File: config.mk
export PLATFORM = sky130hd
export DESIGN_NAME = wdt_csr
export DESIGN_NICKNAME = d
export VERILOG_FILES = /design/src/rtl/wdt_pkg.sv /design/src/rtl/tick_if.sv /design/src/rtl/wdt_csr.sv /design/src/rtl/wdt_prescaler.sv
export SDC_FILE = /design/constraint.sdc
export NUM_CORES = 1
export LEC_CHECK = 0
export BUFFER_PORTS_ARGS = -buffer_cell sky130_fd_sc_hd__buf_2
export CORE_ASPECT_RATIO = 0.75
export CORE_MARGIN = 3
export CORE_UTILIZATION = 50
export CTS_CLUSTER_DIAMETER = 50
export CTS_CLUSTER_SIZE = 20
export DETAILED_ROUTE_END_ITERATION = 10
export GPL_TIMING_DRIVEN = 1
export PLACE_DENSITY = 0.82
export SLEW_MARGIN = 15
export SYNTH_ARGS = -nofsm -noshare
export SYNTH_HDL_FRONTEND = slang
export SYNTH_SLANG_ARGS = --single-unit
export TNS_END_PERCENT = 30
File: constraint.sdc
create_clock -name sys_clk_i -period 2.5 [get_ports sys_clk_i]
set_input_delay 0.125 -clock sys_clk_i [delete_from_list [all_inputs] [get_ports sys_clk_i]]
set_output_delay 0.125 -clock sys_clk_i [all_outputs]
set_load 0.005 [all_outputs]
File: src/rtl/wdt_pkg.sv
package wdt_pkg;
  // ---------------------------------------------------------------
  // register map (word index times four gives byte address)
  // ---------------------------------------------------------------
  localparam logic [15:0] CSR2_INDEX    = 16'hFFB2;
  localparam logic [15:0] COUNTER_INDEX = 16'hFFB0;
  localparam logic [15:0] CLKSEL_INDEX  = 16'hFFB3;
  localparam logic [15:0] IRQ_STAT_INDEX = 16'hFFB4;
  localparam logic [15:0] IRQ_MASK_INDEX = 16'hFFB5;
  localparam int          ADDR_W        = 18;
  // ---------------------------------------------------------------
  // field positions of watchdog_control_status_2
  // ---------------------------------------------------------------
  localparam int WRAP_FLAG_BIT   = 7;
  localparam int MODE_GUARD_BIT  = 6;
  localparam int MODE_BIT        = 5;
  localparam int IEN_GUARD_BIT   = 4;
  localparam int IEN_BIT         = 3;
  localparam logic [7:0] CSR2_ONES_MASK = 8'h57;
  // ---------------------------------------------------------------
  // reset values and constants
  // ---------------------------------------------------------------
  localparam logic        MODE_RESET     = 1'b1;
  localparam logic        IEN_RESET      = 1'b0;
  localparam logic [7:0]  COUNTER_RESET  = 8'h00;
  localparam logic [7:0]  COUNTER_MAX    = 8'hFF;
  localparam logic [3:0]  CLKSEL_RESET   = 4'hF;
  localparam logic [7:0]  CLKSEL_ONES    = 8'hF0;
  localparam int          CLKSEL_OSC_BIT = 3;
  localparam int          OSC_DIV_LOG2   = 11;
  localparam int          PRESC_W        = 13;
  // irq status bits
  localparam int STAT_WRAP_BIT  = 0;
  localparam int STAT_RESET_BIT = 1;
endpackage : wdt_pkg

File: src/rtl/tick_if.sv
`timescale 1ns/1ps
interface tick_if;
  logic       tick;   // one-cycle count enable
  logic [3:0] sel;    // clock select field
  modport src (output tick, input sel);
  modport dst (input tick, output sel);
endinterface : tick_if

File: src/rtl/wdt_csr.sv
`timescale 1ns/1ps
// Overview of operation
// - overflow flag sets when counter wraps from FF to 00.
// - in watchdog mode internal reset clears flag after it is set.
// - software clears flag only by read while set, then writing zero.
// - writing one to the flag does nothing.
// - bit 5 written only when bit 6 written 0; bit 6 reads 1.
// - bit 5: 0 watchdog mode, 1 interval timer mode.
// - bit 3 written only when bit 4 written 0; bit 4 reads 1.
// - bit 3 enables overflow interrupts on wrap_irq_o in interval mode; irq_o does not use bit 3.
// - bits 2..0 reserved, ignore writes, read as 1.
// - counter is 8-bit up-counter, software readable and writable.
// - watchdog mode overflow raises internal reset and reset indicator.
module wdt_csr (
  // clock and reset
  input  wire logic        sys_clk_i,
  input  wire logic        nrst_i,
  // avalon-mm slave
  input  wire logic [17:0] avs_address_i,
  input  wire logic        avs_read_i,
  input  wire logic        avs_write_i,
  input  wire logic [31:0] avs_writedata_i,
  input  wire logic [3:0]  avs_byteenable_i,
  output logic [31:0]      avs_readdata_o,
  output logic             avs_waitrequest_o,
  output logic [1:0]       avs_response_o,
  // system side
  output logic             internal_reset_o,
  output logic             wrap_irq_o,
  output logic             irq_o
);
  // ---------------------------------------------------------------
  // state
  // ---------------------------------------------------------------
  logic [7:0]  count_r;
  logic        wrap_flag_r;
  logic        armed_r;
  logic        mode_r;
  logic        ien_r;
  logic [3:0]  clksel_r;
  logic        reset_ind_r;
  logic        rst_req_r;
  logic        wrap_irq_r;
  logic [1:0]  stat_r;
  logic [1:0]  mask_r;
  logic        irq_r;
  logic        ack_r;
  logic        wait_r;
  logic [31:0] rdata_r;
  logic [1:0]  resp_r;
  tick_if      tk ();

  // ---------------------------------------------------------------
  // bus decode
  // ---------------------------------------------------------------
  logic [15:0] idx;
  logic        req;
  logic        wr;
  logic        rd;
  logic        lane0;
  logic [7:0]  wd;
  logic        hit_csr;
  logic        hit_cnt;
  logic        hit_clk;
  logic        hit_stat;
  logic        hit_mask;
  logic        hit_any;
  logic        wrap;

  assign idx      = avs_address_i[17:2];
  assign req      = (avs_read_i | avs_write_i) & ~ack_r;
  assign wr       = req & avs_write_i;
  assign rd       = req & avs_read_i;
  assign lane0    = avs_byteenable_i[0];
  assign wd       = avs_writedata_i[7:0];
  assign hit_csr  = (idx == wdt_pkg::CSR2_INDEX);
  assign hit_cnt  = (idx == wdt_pkg::COUNTER_INDEX);
  assign hit_clk  = (idx == wdt_pkg::CLKSEL_INDEX);
  assign hit_stat = (idx == wdt_pkg::IRQ_STAT_INDEX);
  assign hit_mask = (idx == wdt_pkg::IRQ_MASK_INDEX);
  assign hit_any  = hit_csr | hit_cnt | hit_clk | hit_stat | hit_mask;

  // one wait state: answer in the cycle after the request is seen
  always_ff @(posedge sys_clk_i or negedge nrst_i) begin
    if (!nrst_i) begin
      ack_r <= 1'b0;
    end else begin
      ack_r <= req;
    end
  end

  // registered copy of waitrequest so the pin comes straight from a flop
  always_ff @(posedge sys_clk_i or negedge nrst_i) begin
    if (!nrst_i) begin
      wait_r <= 1'b1;
    end else begin
      wait_r <= ~req;
    end
  end

  // ---------------------------------------------------------------
  // timer counter and tick source
  // ---------------------------------------------------------------
  assign tk.sel = clksel_r;
  wdt_prescaler u_presc (
    .sys_clk_i (sys_clk_i),
    .nrst_i    (nrst_i),
    .tk        (tk)
  );

  assign wrap = tk.tick & (count_r == wdt_pkg::COUNTER_MAX);

  // software write wins over a tick in the same cycle
  always_ff @(posedge sys_clk_i or negedge nrst_i) begin
    if (!nrst_i) begin
      count_r <= wdt_pkg::COUNTER_RESET;
    end else if (wr && hit_cnt && lane0) begin
      count_r <= wd;
    end else if (tk.tick) begin
      count_r <= count_r + 8'h01;
    end
  end

  // clock select, upper bits read as one
  always_ff @(posedge sys_clk_i or negedge nrst_i) begin
    if (!nrst_i) begin
      clksel_r <= wdt_pkg::CLKSEL_RESET;
    end else if (wr && hit_clk && lane0) begin
      clksel_r <= wd[3:0];
    end
  end

  // ---------------------------------------------------------------
  // control/status register 2
  // ---------------------------------------------------------------
  // guarded mode bit
  always_ff @(posedge sys_clk_i or negedge nrst_i) begin
    if (!nrst_i) begin
      mode_r <= wdt_pkg::MODE_RESET;
    end else if (wr && hit_csr && lane0 && !wd[wdt_pkg::MODE_GUARD_BIT]) begin
      mode_r <= wd[wdt_pkg::MODE_BIT];
    end
  end

  // guarded interrupt enable
  always_ff @(posedge sys_clk_i or negedge nrst_i) begin
    if (!nrst_i) begin
      ien_r <= wdt_pkg::IEN_RESET;
    end else if (wr && hit_csr && lane0 && !wd[wdt_pkg::IEN_GUARD_BIT]) begin
      ien_r <= wd[wdt_pkg::IEN_BIT];
    end
  end

  // arm the clear on a read that sees the flag set; any later csr write disarms
  always_ff @(posedge sys_clk_i or negedge nrst_i) begin
    if (!nrst_i) begin
      armed_r <= 1'b0;
    end else if (rd && hit_csr && wrap_flag_r) begin
      armed_r <= 1'b1;
    end else if ((wr && hit_csr) || !wrap_flag_r) begin
      armed_r <= 1'b0;
    end
  end

  // wrap sets beat any clear in the same cycle
  always_ff @(posedge sys_clk_i or negedge nrst_i) begin
    if (!nrst_i) begin
      wrap_flag_r <= 1'b0;
    end else if (wrap) begin
      wrap_flag_r <= 1'b1;
    end else if (rst_req_r) begin
      wrap_flag_r <= 1'b0;
    end else if (wr && hit_csr && lane0 && armed_r && !wd[wdt_pkg::WRAP_FLAG_BIT]) begin
      wrap_flag_r <= 1'b0;
    end
  end

  // ---------------------------------------------------------------
  // watchdog reset path
  // ---------------------------------------------------------------
  // one-cycle internal reset pulse in watchdog mode
  always_ff @(posedge sys_clk_i or negedge nrst_i) begin
    if (!nrst_i) begin
      rst_req_r <= 1'b0;
    end else begin
      rst_req_r <= wrap & ~mode_r;
    end
  end

  // indicator survives the internal reset; the pin or a write of one to status bit 1 clears it
  always_ff @(posedge sys_clk_i or negedge nrst_i) begin
    if (!nrst_i) begin
      reset_ind_r <= 1'b0;
    end else if (wrap && !mode_r) begin
      reset_ind_r <= 1'b1;
    end else if (wr && hit_stat && lane0 && wd[wdt_pkg::STAT_RESET_BIT]) begin
      reset_ind_r <= 1'b0;
    end
  end

  // level request toward the interrupt controller
  always_ff @(posedge sys_clk_i or negedge nrst_i) begin
    if (!nrst_i) begin
      wrap_irq_r <= 1'b0;
    end else begin
      wrap_irq_r <= wrap_flag_r & mode_r & ien_r;
    end
  end

  // ---------------------------------------------------------------
  // sticky status, mask, interrupt line
  // ---------------------------------------------------------------
  logic [1:0] ev;
  logic [1:0] w1c;
  assign ev  = {wrap & ~mode_r, wrap};
  assign w1c = (wr && hit_stat && lane0) ? wd[1:0] : 2'b00;

  // set wins over a write-one clear
  always_ff @(posedge sys_clk_i or negedge nrst_i) begin
    if (!nrst_i) begin
      stat_r <= 2'b00;
    end else begin
      stat_r <= ev | (stat_r & ~w1c);
    end
  end

  always_ff @(posedge sys_clk_i or negedge nrst_i) begin
    if (!nrst_i) begin
      mask_r <= 2'b00;
    end else if (wr && hit_mask && lane0) begin
      mask_r <= wd[1:0];
    end
  end

  always_ff @(posedge sys_clk_i or negedge nrst_i) begin
    if (!nrst_i) begin
      irq_r <= 1'b0;
    end else begin
      irq_r <= |(stat_r & mask_r);
    end
  end

  // ---------------------------------------------------------------
  // read data and response
  // ---------------------------------------------------------------
  logic [7:0] csr_view;
  always_comb begin
    csr_view = wdt_pkg::CSR2_ONES_MASK;
    csr_view[wdt_pkg::WRAP_FLAG_BIT] = wrap_flag_r;
    csr_view[wdt_pkg::MODE_BIT]      = mode_r;
    csr_view[wdt_pkg::IEN_BIT]       = ien_r;
  end

  always_ff @(posedge sys_clk_i or negedge nrst_i) begin
    if (!nrst_i) begin
      rdata_r <= 32'h0000_0000;
      resp_r  <= 2'b00;
    end else if (req) begin
      resp_r  <= hit_any ? 2'b00 : 2'b11;
      rdata_r <= 32'h0000_0000;
      if (rd) begin
        if (hit_csr) begin
          rdata_r[7:0] <= csr_view;
        end else if (hit_cnt) begin
          rdata_r[7:0] <= count_r;
        end else if (hit_clk) begin
          rdata_r[7:0] <= wdt_pkg::CLKSEL_ONES | {4'h0, clksel_r};
        end else if (hit_stat) begin
          rdata_r[7:0] <= {6'h00, stat_r[1] | reset_ind_r, stat_r[0]};
        end else if (hit_mask) begin
          rdata_r[7:0] <= {6'h00, mask_r};
        end
      end
    end
  end

  // waitrequest high except in the answer cycle
  assign avs_waitrequest_o = wait_r;
  assign avs_readdata_o    = rdata_r;
  assign avs_response_o    = resp_r;
  assign internal_reset_o  = rst_req_r;
  assign wrap_irq_o        = wrap_irq_r;
  assign irq_o             = irq_r;
endmodule : wdt_csr

File: src/rtl/wdt_prescaler.sv
`timescale 1ns/1ps
module wdt_prescaler (
  // clock and reset
  input  wire logic sys_clk_i,
  input  wire logic nrst_i,
  // tick to counter
  tick_if.src       tk
);
  logic [wdt_pkg::PRESC_W-1:0] div_r;
  logic [wdt_pkg::PRESC_W-1:0] div_nxt;
  logic                        tick_r;
  logic [3:0]                  tap;

  // free-running divider; a change of select may cut one period short
  assign div_nxt = div_r + {{(wdt_pkg::PRESC_W-1){1'b0}}, 1'b1};
  always_ff @(posedge sys_clk_i or negedge nrst_i) begin
    if (!nrst_i) begin
      div_r <= '0;
    end else begin
      div_r <= div_nxt;
    end
  end

  // select bit 3 set: bits 2..0 pick 64..8192; bit 3 clear: oscillator stand-in uses 2048
  always_comb begin
    tap = 4'h0;
    if (tk.sel[wdt_pkg::CLKSEL_OSC_BIT]) begin
      tap = {1'b0, tk.sel[2:0]} + 4'h5;
    end else begin
      tap = 4'(wdt_pkg::OSC_DIV_LOG2 - 1);
    end
  end

  // one pulse when the chosen tap rolls over
  always_ff @(posedge sys_clk_i or negedge nrst_i) begin
    if (!nrst_i) begin
      tick_r <= 1'b0;
    end else begin
      tick_r <= div_r[tap] & ~div_nxt[tap];
    end
  end

  assign tk.tick = tick_r;
endmodule : wdt_prescaler

==> impl_metrics.ini <==
[drt]
ant_nets = 0
wl_per_cell_um = 14.1
viasPerCell = 5.41
drt_first_pass_iters = 4
drt-total-wl_um = 5750
drt-initial-drc-count = 98
drcViolationCount = 0
num_vias = 2206

[synth]
yosysTopAreaCell = dfrtp_1
async_flop_share_pct = 100
synth.distinct_cells = 50
synth_area_leaders = dfrtp_1 (38%), buf_4 (7.0%), dfstp_2 (5.6%), xor2_1 (3.8%), mux2_2 (3.6%)
synth_area_per_cell_um2 = 9.59
netlist_instances = 292
synth_commonest_cells = dfrtp_1 (43), buf_4 (26), nand2_1 (26), nor2_1 (22)
synth-seq-cells = 49
yosysTopAreaCellShare_pct = 38.4
netlist_area_um2 = 2800
synth-edff-count = 0
synth-warning-count = 0
synth.most_common_cell = dfrtp_1
ys.flop_type = dfrtp_1
seq_area_frac_synth_pct = 44.1

[placement]
gp_congestion = 0.854
portBuffers = 42
dp_hpwl_um = 4390
placed_area_um2 = 2970

[setup_path]
reg2reg_depth = 7
path_class = reg2reg
cp.depth = 7
cp-end-kind = flip-flop
crit_slowest_cell = dfstp_2
rrSetupSlack_ps = 310
crit_path_max_fanout = 10
crit_required_ps = 2720
crit_path_max_incr_delay_ps = 610
critPathBufInv = 1
worstPathArrival_ps = 2420
cpLargestDelayFamily = flip-flops
path_cells = ha_1 > inv_1 > o2111ai_1 > or3b_2 > nand3_1 > a311oi_1 > o31ai_1
worst_setup_path_start_kind = flip-flop

[power_and_ir_drop]
p_sw_share_pct = 23.0
totalPowerFinal_mw = 1.47
power_frac_clock_pct = 38.6
p_int_mw = 1.13
p_comb_share_pct = 6.7
max-vdd-ir-drop_v = 0.000240
pwr-share-seq_pct = 54.7
p_sw_mw = 0.338
leakage_nw = 1.46
power.density_nw_per_um2 = 475

[grt]
track_usage_pct = 17.9
grt_max_degree = 33
antenna_found_initial = 0
grt_pass1_vias = 1927
gr-total-overflow = 0
grt_pass1_wl_um = 9300

[clock_network]
clkLatencyLatePin_ps = 310
post_cts_resized = 0
cts_tree = done
clock-sinks = 49
cts_setup_buffers = 0
path_clk_slew_ps = 90
htreeDepth = 2
clock_path_buffers = 2
root_buffer = clkbuf_8
cts_made_buffers = 5
cts_hold_buffers = 1

[sta]
whs_ps = 71.6
setup_violations = 0
drv_slew = 0
min_period_ps = 2190
hold_viol = 0
relSlewSlack_pct = 50.7
period_share_pct = 87.7
rsz0062_at_grt = no
fin_tns_setup_ps = 0
skew_ps = 7.44
max_freq_ghz = 0.456
tightestPinTransition_ps = 734

[cells_and_area]
area_delta_synth_final_pct = 10.6
multi_input_area_um2 = 1370
diodes = 0
nets = 396
register_area_um2 = 1230
fillers = 454
drive_above_1_share_pct = 23.5
finalInstanceArea_um2 = 3100

[worst_hold_path]
hold_path_class = in2reg
min_path_cells = 2

[floorplan]
floorplan.die_area_um2 = 6540
die_h_um = 70.8
rows = 22
core_um2 = 5150
pin_count = 96
die_x_um = 92.4
initial_utilization_pct = 54.4

[run_status]
status = finished clean

[flow_run]
maxCapViolCount = 0
[logic make-up after synthesis]
logic type               synth area share (%)
flip-flops                               44.1
buffers and inverters                    10.2
multiplexers                             4.69
other                                   0.134
XOR/XNOR                                 5.32
AND/OR/NAND/NOR                          22.4
adder cells (fa/ha/maj)                  1.34
AO/OA/AOI/OAI                            11.8
[cell usage in the layout (no fill, tap or decap), types with 2 or more instances in the layout]
cell type and count:
dfrtp_1 43, buf_2 42, nand2_1 26, conb_1 24
nor2_1 22, a21oi_1 16, o21ai_0 15, xor2_1 12
nand3_1 10, inv_1 9, nor3_1 9, mux2_2 9
nor4_1 8, nand4_1 7, nor2b_1 6, dfstp_2 6
nand3b_1 5, xnor2_1 5, clkbuf_8 5, buf_4 5
a211oi_1 4, a21o_1 3, and3_1 3, mux2i_1 3
o31ai_1 3, ha_1 3, nand2b_1 2, or2_2 2
a21boi_0 2, nor3b_1 2, o21a_1 2
[power by group through the flow]
stage          combinational (mW)  sequential (mW)  clock (mW)
2_1_floorplan              0.0685            0.820           0
3_3_place_gp               0.0958            0.819           0
3_5_place_dp               0.0970            0.819           0
4_1_cts                    0.0985            0.804       0.584
5_1_grt                     0.112            0.805       0.618
6_report                   0.0986            0.804       0.568
[per-layer routing]
metal,vias to the layer above,track usage [%],part of all wire (%)
met3,8,3.19,5.7
met2,66,25.3,45
met4,0,5.44,1.3
met5,-,0,0
met1,1068,27.6,48
li1,1064,-,-
[final cells by class]
type / instances / area share (%)
multi-input cells: 222 / 44.1
flip-flops and latches: 49 / 39.8
repair buffers: 48 / 8.32
well taps: 72 / 2.91
clock buffers: 5 / 2.22
clock inverters: 3 / 1.49
inverters: 9 / 1.09
[worst paths after layout]
check / startpoint / to
setup / recovery: clksel_r[1] / u_presc.tk.tick
hold / removal: avs_writedata_i[5] / mode_r
setup reg to reg: clksel_r[1] / u_presc.tk.tick
hold reg to reg: u_presc.div_r[12] / u_presc.div_r[12]
max in group asynchronous: nrst_i / avs_waitrequest_o
min in group asynchronous: nrst_i / mask_r[1]
[state kept, by name, summed over array words and instances (netlist names), 2 cells and up]
name            cells
count_r             8
stat_r              2
clksel_r            4
mask_r              2
u_presc.div_r      13
avs_readdata_o      8
[per-stage QoR]
stage / setup slack (ps) / utilization (%) / cells
floorplan: 473 / - / 315
global placement: 367 / 57.7 / 399
detailed placement: 348 / 57.7 / 399
CTS: 315 / 60.2 / 408
global route: 132 / 60.2 / 408
finish: 306 / 60.2 / 408
Note: power is estimated with default switching activity, not from simulation.
